--- config.mk ---
export PLATFORM = sky130hd
export DESIGN_NAME = dmr_result_regs
export DESIGN_NICKNAME = d
export VERILOG_FILES = /design/src/hw/dmr_pkg.sv /design/src/hw/dmr_result_regs.sv /design/src/hw/dmr_result_slot.sv
export VERILOG_INCLUDE_DIRS = /design/src /design/src/hw
export SDC_FILE = /design/constraint.sdc
export NUM_CORES = 1
export LEC_CHECK = 0
export BUFFER_PORTS_ARGS = -buffer_cell sky130_fd_sc_hd__buf_2
export CAP_MARGIN = 20
export CELL_PAD_IN_SITES_DETAIL_PLACEMENT = 0
export CELL_PAD_IN_SITES_GLOBAL_PLACEMENT = 1
export CORE_UTILIZATION = 48
export DETAILED_ROUTE_END_ITERATION = 10
export PLACE_DENSITY_LB_ADDON = 0.1
export SYNTH_ARGS = -nofsm -noshare
export SYNTH_HDL_FRONTEND = slang
export SYNTH_HIERARCHICAL = 1
export SYNTH_SLANG_ARGS = --single-unit
--- constraint.sdc ---
create_clock -name i_mclk -period 2.1 [get_ports i_mclk]
set_clock_uncertainty 0.1 [all_clocks]
set_input_delay 0.21 -clock i_mclk [delete_from_list [all_inputs] [get_ports i_mclk]]
set_output_delay 0.21 -clock i_mclk [all_outputs]
set_load 0.01 [all_outputs]
--- src/hw/dmr_consts.svh ---
// Purpose: offsets, field positions, identifiers and reset values of the monitor result bank
// Assumes: 8-bit register port, byte addresses as printed
// Notes:   definitions only
`ifndef DMR_CONSTS_SVH
`define DMR_CONSTS_SVH

`define DMR_NUM_SOURCES        7
`define DMR_RESULT_W           12

// register byte addresses
`define DMR_ADDR_OUT1_NEG_HIGH 8'h64
`define DMR_ADDR_OUT1_NEG_LOW  8'h65
`define DMR_ADDR_OUT2_POS_HIGH 8'h66
`define DMR_ADDR_OUT2_POS_LOW  8'h67
`define DMR_ADDR_OUT2_NEG_HIGH 8'h68
`define DMR_ADDR_OUT2_NEG_LOW  8'h69
`define DMR_ADDR_DIE_TEMP_HIGH 8'h6A
`define DMR_ADDR_DIE_TEMP_LOW  8'h6B
`define DMR_ADDR_BIAS_LD_HIGH  8'h6C
`define DMR_ADDR_BIAS_LD_LOW   8'h6D
`define DMR_ADDR_SUPPLY_HIGH   8'h6E
`define DMR_ADDR_SUPPLY_LOW    8'h6F
`define DMR_ADDR_GP_ANA_HIGH   8'h70
`define DMR_ADDR_GP_ANA_LOW    8'h71

// fixed source identifiers in the low register
`define DMR_ID_OUT1_NEG        4'h7
`define DMR_ID_OUT2_POS        4'h8
`define DMR_ID_OUT2_NEG        4'h9
`define DMR_ID_DIE_TEMP        4'hA
`define DMR_ID_BIAS_LD         4'hB
`define DMR_ID_SUPPLY          4'hC
`define DMR_ID_GP_ANA          4'hD

// field positions
`define DMR_RES_HIGH_MSB       11
`define DMR_RES_HIGH_LSB       4
`define DMR_RES_LOW_MSB        3
`define DMR_RES_LOW_LSB        0

// reset and default values
`define DMR_RESULT_RESET       12'h000
`define DMR_UNMAPPED_READ      8'h00

`endif

--- src/hw/dmr_pkg.sv ---
// Purpose: types shared by the monitor result bank
// Assumes: nothing beyond the consts header
// Notes:   numbers live in dmr_consts.svh
package dmr_pkg;

    typedef logic [7:0]  dmr_byte_t;
    typedef logic [7:0]  dmr_addr_t;
    typedef logic [3:0]  dmr_nibble_t;
    typedef logic [11:0] dmr_result_t;

    typedef enum logic [2:0] {
        DMR_SRC_OUT1_NEG = 3'h0,
        DMR_SRC_OUT2_POS = 3'h1,
        DMR_SRC_OUT2_NEG = 3'h2,
        DMR_SRC_DIE_TEMP = 3'h3,
        DMR_SRC_BIAS_LD  = 3'h4,
        DMR_SRC_SUPPLY   = 3'h5,
        DMR_SRC_GP_ANA   = 3'h6
    } dmr_src_t;

endpackage : dmr_pkg

--- src/hw/dmr_result_regs.sv ---
// Purpose: read-only result register pairs of the diagnostic monitor
// Assumes: one clock; register port strobes are single-cycle and synchronous
// Notes:   read data is registered, valid one cycle after the read strobe
`timescale 1ns/1ns
`include "dmr_consts.svh"

module dmr_result_regs #(
    parameter int NUM_SOURCES = `DMR_NUM_SOURCES,
    parameter int RESULT_W    = `DMR_RESULT_W
) (
    // clock and reset
    input  wire logic                 i_mclk,
    input  wire logic                 i_srst,
    // conversion results from the monitor sequencer
    input  wire logic                 i_result_valid,
    input  wire dmr_pkg::dmr_src_t    i_result_src,
    input  wire dmr_pkg::dmr_result_t i_result_data,
    // freeze control from the monitor configuration register
    input  wire logic                 i_freeze_monitor_results,
    // register port
    input  wire dmr_pkg::dmr_addr_t   i_reg_addr,
    input  wire logic                 i_reg_rd,
    input  wire logic                 i_reg_wr,
    input  wire dmr_pkg::dmr_byte_t   i_reg_wdata,
    output dmr_pkg::dmr_byte_t        o_reg_rdata,
    output logic                      o_reg_rvalid,
    output logic                      o_reg_hit,
    output logic                      o_reg_wr_ignored
);
    import dmr_pkg::*;

    // the address and identifier tables are fixed, so the counts cannot move
    if (NUM_SOURCES != `DMR_NUM_SOURCES) begin : g_chk_src
        $error("NUM_SOURCES must match the fixed register table");
    end
    if (RESULT_W != `DMR_RESULT_W) begin : g_chk_w
        $error("RESULT_W must be 12");
    end

    localparam dmr_addr_t HIGH_ADDR [`DMR_NUM_SOURCES] = '{
        `DMR_ADDR_OUT1_NEG_HIGH,
        `DMR_ADDR_OUT2_POS_HIGH,
        `DMR_ADDR_OUT2_NEG_HIGH,
        `DMR_ADDR_DIE_TEMP_HIGH,
        `DMR_ADDR_BIAS_LD_HIGH,
        `DMR_ADDR_SUPPLY_HIGH,
        `DMR_ADDR_GP_ANA_HIGH
    };

    localparam dmr_addr_t LOW_ADDR [`DMR_NUM_SOURCES] = '{
        `DMR_ADDR_OUT1_NEG_LOW,
        `DMR_ADDR_OUT2_POS_LOW,
        `DMR_ADDR_OUT2_NEG_LOW,
        `DMR_ADDR_DIE_TEMP_LOW,
        `DMR_ADDR_BIAS_LD_LOW,
        `DMR_ADDR_SUPPLY_LOW,
        `DMR_ADDR_GP_ANA_LOW
    };

    localparam dmr_nibble_t SRC_ID [`DMR_NUM_SOURCES] = '{
        `DMR_ID_OUT1_NEG,
        `DMR_ID_OUT2_POS,
        `DMR_ID_OUT2_NEG,
        `DMR_ID_DIE_TEMP,
        `DMR_ID_BIAS_LD,
        `DMR_ID_SUPPLY,
        `DMR_ID_GP_ANA
    };

    localparam int RES_ALL_W = `DMR_NUM_SOURCES * `DMR_RESULT_W;

    dmr_result_t              res       [`DMR_NUM_SOURCES];
    dmr_byte_t                high_byte [`DMR_NUM_SOURCES];
    dmr_byte_t                low_byte  [`DMR_NUM_SOURCES];
    logic [NUM_SOURCES-1:0]   load;
    logic [NUM_SOURCES-1:0]   hit_high;
    logic [NUM_SOURCES-1:0]   hit_low;
    logic [RES_ALL_W-1:0]     res_all;

    dmr_byte_t                rd_data_d;
    logic                     rd_hit_d;
    dmr_byte_t                rdata_q;
    logic                     rvalid_q;
    logic                     hit_q;
    logic                     wr_ign_q;

    for (genvar k = 0; k < `DMR_NUM_SOURCES; k++) begin : g_src
        assign load[k]     = i_result_valid && (i_result_src == dmr_src_t'(k));
        assign hit_high[k] = (i_reg_addr == HIGH_ADDR[k]);
        assign hit_low[k]  = (i_reg_addr == LOW_ADDR[k]);

        dmr_result_slot u_slot (
            .i_mclk   (i_mclk),
            .i_srst   (i_srst),
            .i_load   (load[k]),
            .i_freeze (i_freeze_monitor_results),
            .i_data   (i_result_data),
            .o_result (res[k])
        );

        assign high_byte[k] = res[k][`DMR_RES_HIGH_MSB:`DMR_RES_HIGH_LSB];
        assign low_byte[k]  = {res[k][`DMR_RES_LOW_MSB:`DMR_RES_LOW_LSB], SRC_ID[k]};
        assign res_all[k*`DMR_RESULT_W +: `DMR_RESULT_W] = res[k];
    end

    // read mux; unmapped addresses answer zero with hit low
    always_comb begin
        rd_data_d = `DMR_UNMAPPED_READ;
        rd_hit_d  = 1'b0;
        for (int k = 0; k < `DMR_NUM_SOURCES; k++) begin
            if (hit_high[k]) begin
                rd_data_d = high_byte[k];
                rd_hit_d  = 1'b1;
            end
            if (hit_low[k]) begin
                rd_data_d = low_byte[k];
                rd_hit_d  = 1'b1;
            end
        end
    end

    // data held between reads so software sees a steady byte
    always_ff @(posedge i_mclk) begin
        if (i_srst) begin
            rdata_q <= `DMR_UNMAPPED_READ;
            hit_q   <= 1'b0;
        end else if (i_reg_rd) begin
            rdata_q <= rd_data_d;
            hit_q   <= rd_hit_d;
        end
    end

    always_ff @(posedge i_mclk) begin
        if (i_srst) begin
            rvalid_q <= 1'b0;
        end else begin
            rvalid_q <= i_reg_rd;
        end
    end

    // write data is never stored; a write to a mapped address is flagged only
    always_ff @(posedge i_mclk) begin
        if (i_srst) begin
            wr_ign_q <= 1'b0;
        end else begin
            wr_ign_q <= i_reg_wr && (|{hit_high, hit_low});
        end
    end

    assign o_reg_rdata      = rdata_q;
    assign o_reg_rvalid     = rvalid_q;
    assign o_reg_hit        = hit_q;
    assign o_reg_wr_ignored = wr_ign_q;

    // per-source readback and update checks
    for (genvar k = 0; k < `DMR_NUM_SOURCES; k++) begin : g_chk

    end
endmodule : dmr_result_regs

--- src/hw/dmr_result_slot.sv ---
// Purpose: holds one source's 12-bit result, with freeze and deferred update
// Assumes: load is a one-cycle pulse per finished conversion
// Notes:   a result arriving while frozen is parked and applied on release, unless a fresh result loads in the release cycle
`timescale 1ns/1ns
`include "dmr_consts.svh"

module dmr_result_slot (
    // clock and reset
    input  wire logic                 i_mclk,
    input  wire logic                 i_srst,
    // update side
    input  wire logic                 i_load,
    input  wire logic                 i_freeze,
    input  wire dmr_pkg::dmr_result_t i_data,
    // held value
    output dmr_pkg::dmr_result_t      o_result
);
    import dmr_pkg::*;

    dmr_result_t result_q;
    dmr_result_t pend_q;
    logic        pend_vld_q;

    // only the newest parked result survives; older ones are stale anyway
    always_ff @(posedge i_mclk) begin
        if (i_srst) begin
            pend_q     <= `DMR_RESULT_RESET;
            pend_vld_q <= 1'b0;
        end else if (i_load && i_freeze) begin
            pend_q     <= i_data;
            pend_vld_q <= 1'b1;
        end else if (!i_freeze) begin
            pend_vld_q <= 1'b0;
        end
    end

    always_ff @(posedge i_mclk) begin
        if (i_srst) begin
            result_q <= `DMR_RESULT_RESET;
        end else if (!i_freeze) begin
            if (i_load) begin
                result_q <= i_data;
            end else if (pend_vld_q) begin
                result_q <= pend_q;
            end
        end
    end

    assign o_result = result_q;

endmodule : dmr_result_slot

# After elaboration in Yosys (flattened, before gate mapping)
# Cells that the tools add are included.
# op_classes
add_sub_neg,0
n_mul,0
div,0
order_cmp,0
eq_ne,27
shifts,0
muxes,50
n_bitwise,1
n_reduce_logical,31
# ops
operator,n
$mux 12,14
$eq 8x7->1 const B,14
$mux 8,14
$mux 1,22
$logic_and 1x1->1,15
$ne 2x1->1 const B,7
$reduce_and 2->1,7
$reduce_bool 2->1,7
$reduce_or 14->1,1
$eq 3x3->1 const B,3
$eq 3x2->1 const B,2
$eq 3x1->1 const B,1
$logic_not 3->1,1
$not 1->1,1
# totals
register_bits,186
latch_bits,0
mem_bits_rw,0
romBits,0
inputBits,37
out_inout_bits,11
wordCells,134
memories,0

# Depth between registers and ports, before layout
# depth
depth_word,15
depth_mapped,7
mapped_depth_nobuf,5

# Modules after synthesis
# Netlist, hierarchy kept.
# by_module_without_submodules
module,n_inst,cells_per_inst,area_per_inst_um2,seq_area_each_um2
dmr_result_slot,7,111,1098.6,500.5
dmr_result_regs,1,203,1477.7,220.2

# Least setup slack after synthesis
# No wires, ideal clock.
# synth_path
path_kind,input to register
start,input port i_reg_addr[2]
end,register rdata_q[6] (netlist: o_reg_rdata[6])
setup_ns,0.075
t_arrival_ns,1.491
required_ns,1.925
path_slack_ns,0.434
cell_stages,7
n_path_buf,2
cell_sequence,buf_2 or3b_4 or3_1 buf_2 nor3_2 a21oi_1 o22ai_1
# synth_between
elab_chain_len,15
elab_cells_between_ends,28
classes_between,eq/ne: 14; mux: 14
# synth_lines
item,line_no,source
from (decl),dmr_result_regs.sv:21,"input wire dmr_pkg::dmr_addr_t i_reg_addr,"
$eq 8x7->1,dmr_result_regs.sv:89,assign hit_high[k] = (i_reg_addr == HIGH_ADDR[k]);
$mux 8,dmr_result_regs.sv:111,if (hit_high[k]) begin
$mux 8,dmr_result_regs.sv:115,if (hit_low[k]) begin
$mux 8,dmr_result_regs.sv:111,
$mux 8,dmr_result_regs.sv:115,
$mux 8,dmr_result_regs.sv:111,
$mux 8,dmr_result_regs.sv:115,
$mux 8,dmr_result_regs.sv:111,
$mux 8,dmr_result_regs.sv:115,
$mux 8,dmr_result_regs.sv:111,
$mux 8,dmr_result_regs.sv:115,
$mux 8,dmr_result_regs.sv:111,
$mux 8,dmr_result_regs.sv:115,
$mux 8,dmr_result_regs.sv:111,
$mux 8 (*),dmr_result_regs.sv:115,
to (signal assigned),dmr_result_regs.sv:125,rdata_q <= `DMR_UNMAPPED_READ;
to (signal assigned),dmr_result_regs.sv:128,rdata_q <= rd_data_d;
to (decl),dmr_result_regs.sv:82,dmr_byte_t rdata_q;
# Every way passes the cells marked *; elsewhere a longest branch is shown, timed or not.
# A chain may end at the register's enable or synchronous reset.

# Worst setup path in the final report
# layout_path
start,register g_src[2].u_slot.result_q[11]
end,register rdata_q[7] (netlist: o_reg_rdata[7])
# layout_between
elab_chain_len,10
# layout_lines
item,line_no,source
from (decl),dmr_result_slot.sv:20,dmr_result_t result_q;
from (signal assigned),dmr_result_slot.sv:39,result_q <= `DMR_RESULT_RESET;
from (signal assigned),dmr_result_slot.sv:42,result_q <= i_data;
from (signal assigned),dmr_result_slot.sv:44,result_q <= pend_q;
$mux 8,dmr_result_regs.sv:111,
$mux 8,dmr_result_regs.sv:115,
$mux 8,dmr_result_regs.sv:111,
$mux 8,dmr_result_regs.sv:115,
$mux 8,dmr_result_regs.sv:111,
$mux 8,dmr_result_regs.sv:115,
$mux 8,dmr_result_regs.sv:111,
$mux 8,dmr_result_regs.sv:115,
$mux 8,dmr_result_regs.sv:111,
$mux 8,dmr_result_regs.sv:115,
# No other way between the ends.

==> metrics.txt <==
DRT Pass-1 Iters=8; Max Root-Sink Buffers=2; max_cap viols=0; Synth area leaders=sky130_fd_sc_hd__dfxtp_1, sky130_fd_sc_hd__a211oi_2, sky130_fd_sc_hd__mux2i_1, sky130_fd_sc_hd__nand2_1, sky130_fd_sc_hd__a21oi_1; top flip-flop cell by instance count after synthesis=sky130_fd_sc_hd__dfxtp_1; height of the chip=140 um; final clock period utilization by the worst path=approximately 87%; average size of a mapped cell=9.35 sq um; count of vias placed by the detailed router=6,969; worst reg2reg path endpoint=o_reg_rdata[7]$_SDFFE_PP0P_; setup slack after placement=0.111 ns; area share of and/or/nand/nor cells after synthesis=18.0%; post-synthesis instance area=just over 0.009 sq mm; upper clock frequency limit=between 500 and 600 MHz; level count of the clock H-tree=4; synth cell count leaders=sky130_fd_sc_hd__dfxtp_1, sky130_fd_sc_hd__nand2_1, sky130_fd_sc_hd__a21oi_1, sky130_fd_sc_hd__mux2i_1, sky130_fd_sc_hd__a211oi_2; fraction of layout cells with a size suffix above 1=between 20 and 30%; final net count=1,035; Register-to-Register Setup Slack=0.27 ns; DRC violations left=1; top cell type's share of synthesized area=approximately two fifths; setup TNS=0 ns; final hold violations=0; Post-Syn Nets=about 1,000; worst path required time=about 2.3 ns; number of placed I/O pins=48; post-route total power=approximately 0.0077 W; number of buffers inserted to repair setup after CTS=0; mux cell area share after synthesis=between 10 and 15%; top fanout value on the critical path=2; RR Startpoint=g_src[2].u_slot/o_result[11]$_SDFFE_PP0P_; via count of the first global-routing pass=6,497; clock period minus worst slack=1.83 ns; path type of the worst setup path=flip-flop to flip-flop; final slew viol count=0; unrepaired setup endpoints after global routing=false; cell chosen for the clock root=sky130_fd_sc_hd__clkbuf_16; largest family of logic cells by synthesized area=compound AO/OA/AOI/OAI gates; sequential-to-total area share from yosys stat=approximately two fifths; worst hold path class=primary input to flip-flop; XOR/XNOR Fraction of Synth Area=0.0955%; total of warnings raised by yosys=6; site row count=50; WL/cell=19.3 um; largest area contributor in the netlist=sky130_fd_sc_hd__dfxtp_1; routability congestion estimate=roughly 0.87; leakage power summed over all cells=~3.1 nW; capture point of the worst path=o_reg_rdata[7]$_SDFFE_PP0P_; Synth Area in Compound Gates=22.8%; Synth cell types=53; worst setup path startpoint=g_src[2].u_slot/o_result[11]$_SDFFE_PP0P_; violations in the final reports=DRC; Core Box Area=0.0187 sq mm; clock-pin slew reported for the worst setup and hold paths after clock tree synthesis=roughly 0.07 ns; cell area power density=765 mW/mm^2; Clock Latency Late Sink=between 0.4 and 0.5 ns; number of buffer cells added on primary ports=39; Crit path arrival time=2.04 ns; DP HPWL=between 15,000 and 20,000 um; count of endpoints failing setup in the final report=0; total routed wirelength=roughly 24,000 um; transition time at the pin with the least slew margin=0.624 ns; initial antenna violation count=0; number of synthesized flops with an enable pin=0; sort of element at the start of the critical path=flip-flop; DRT iter0 DRCs=between 400 and 500; pin count of the biggest net entering global routing=52; post-synthesis async set-or-reset flop share=0%; adder-cell share of the synthesized area=0%; cells on worst reg2reg path=6; count of nets left with antenna violations after detail routing=0; GRT Residual Overflow=0; n_diodes=0; worst IR drop on VDD=roughly 0.55 mV; most frequent cell after synthesis=sky130_fd_sc_hd__dfxtp_1; global-route wire length before repair=between 30,000 and 40,000 um; FF+latch count, synth=~190; global-route usage over all layers=~25%; synth-to-layout area growth=9.31%; Vias per Instance=5.60; Sinks on Clock Net=around 190; worst slack on hold paths=approximately 0.11 ns; floorplan die area=slightly below 0.02 sq mm; slew margin rel.=57.3%; die extent in x=between 100 and 150 um; number of CTS-inserted buffers=17; effective utilization at floorplan=49.0%; CTS tree=built; crit path capture type=flip-flop; outcome=complete, but fails checks; gate count of the mapped netlist=980; final worst setup slack=~0.27 ns
[where the power goes]
| group | switching (W) | internal (W) |
|---|---|---|
| combinational | 0.000446 | 0.000239 |
| sequential | 0.0000506 | 0.00360 |
| clock | 0.00145 | 0.00187 |
| total | 0.00195 | 0.00571 |
[area by class of cell]
class | instances | area, sq um
Tap cell | 234 | 293
Sequential cell | 186 | 3720
Clock inverter | 11 | 135
Timing Repair Buffer | 79 | 554
Clock buffer | 21 | 470
Inverter | 9 | 33.8
Multi-Input combinational cell | 705 | 4810
Fill cell | 1743 | 8680
[routing by layer]
metal / track usage, % / share of wire (%)
met5: 0 / 0
met4: 7.00 / 1.4
met3: 3.18 / 2.6
met2: 41.4 / 46
met1: 34.9 / 50
[stage by stage]
| step | cells | util [%] | instance area, sq um |
|---|---|---|---|
| after floorplan | 980 | - | 9170 |
| after global placement | 1212 | 50.3 | 9410 |
| after detailed placement | 1212 | 50.3 | 9410 |
| after CTS | 1245 | 53.6 | 10000 |
| after global routing | 1245 | 53.6 | 10000 |
| final | 1245 | 53.6 | 10000 |
[sequential cells by signal, indices dropped and copies added, names as in the netlist]
register,cells
g_src.u_slot/pend_vld_q,7
g_src.u_slot/pend_q,84
g_src.u_slot/o_result,84
o_reg_wr_ignored,1
o_reg_rvalid,1
o_reg_hit,1
o_reg_rdata,8
[worst min-delay path by stage]
stage,end,cells past startpoint,startpoint
after global placement,g_src[5].u_slot/pend_q[2]$_SDFFE_PP0P_,2,g_src[5].u_slot/pend_q[2]$_SDFFE_PP0P_
after CTS,o_reg_rdata[3]$_SDFFE_PP0P_,3,i_reg_rd
after detailed placement,g_src[0].u_slot/pend_q[6]$_SDFFE_PP0P_,2,g_src[0].u_slot/pend_q[6]$_SDFFE_PP0P_
after floorplan,o_reg_rvalid$_SDFF_PP0_,1,i_srst
after global routing,g_src[2].u_slot/pend_q[6]$_SDFFE_PP0P_,3,i_result_data[6]
final,o_reg_rdata[3]$_SDFFE_PP0P_,3,i_reg_rd
[critical path, stage by stage (launching register included)]
cell and delay, ns:
sky130_fd_sc_hd__dfxtp_1 0.31, sky130_fd_sc_hd__nor2b_1 0.12, sky130_fd_sc_hd__a2111oi_0 0.60, sky130_fd_sc_hd__buf_4 0.21, sky130_fd_sc_hd__nor4_1 0.05, sky130_fd_sc_hd__a21oi_1 0.21
sky130_fd_sc_hd__o31ai_1 0.11
[cell usage in the layout (no fill, tap or decap), drive strengths merged, types with 6 or more instances in the layout]
cell type  netlist  layout
a21oi           98      98
mux2i           89      89
a211oi          88      88
o21ai           20      20
a32oi            8       8
nor3             9       9
nand2          184     184
nor3b            8       8
o21ba            7       7
buf             67      78
clkbuf          13      21
dfxtp          186     186
nor2b            9       9
nand2b           8       8
mux2             6       6
and2             8       8
nor2           116     116
inv              9      12
[repair_timing]
item,4_1_cts,5_1_grt
gates resized for setup,0,0
endpoints found under the hold margin,1,0
hold buffers,1,0
[cell families after synthesis]
kind of cell | count (synthesis)
AO/OA/AOI/OAI | 248
XOR/XNOR | 1
buffers and inverters | 89
flip-flops | 186
multiplexers | 99
AND/OR/NAND/NOR | 357
Note: power is estimated with default switching activity, not from simulation.
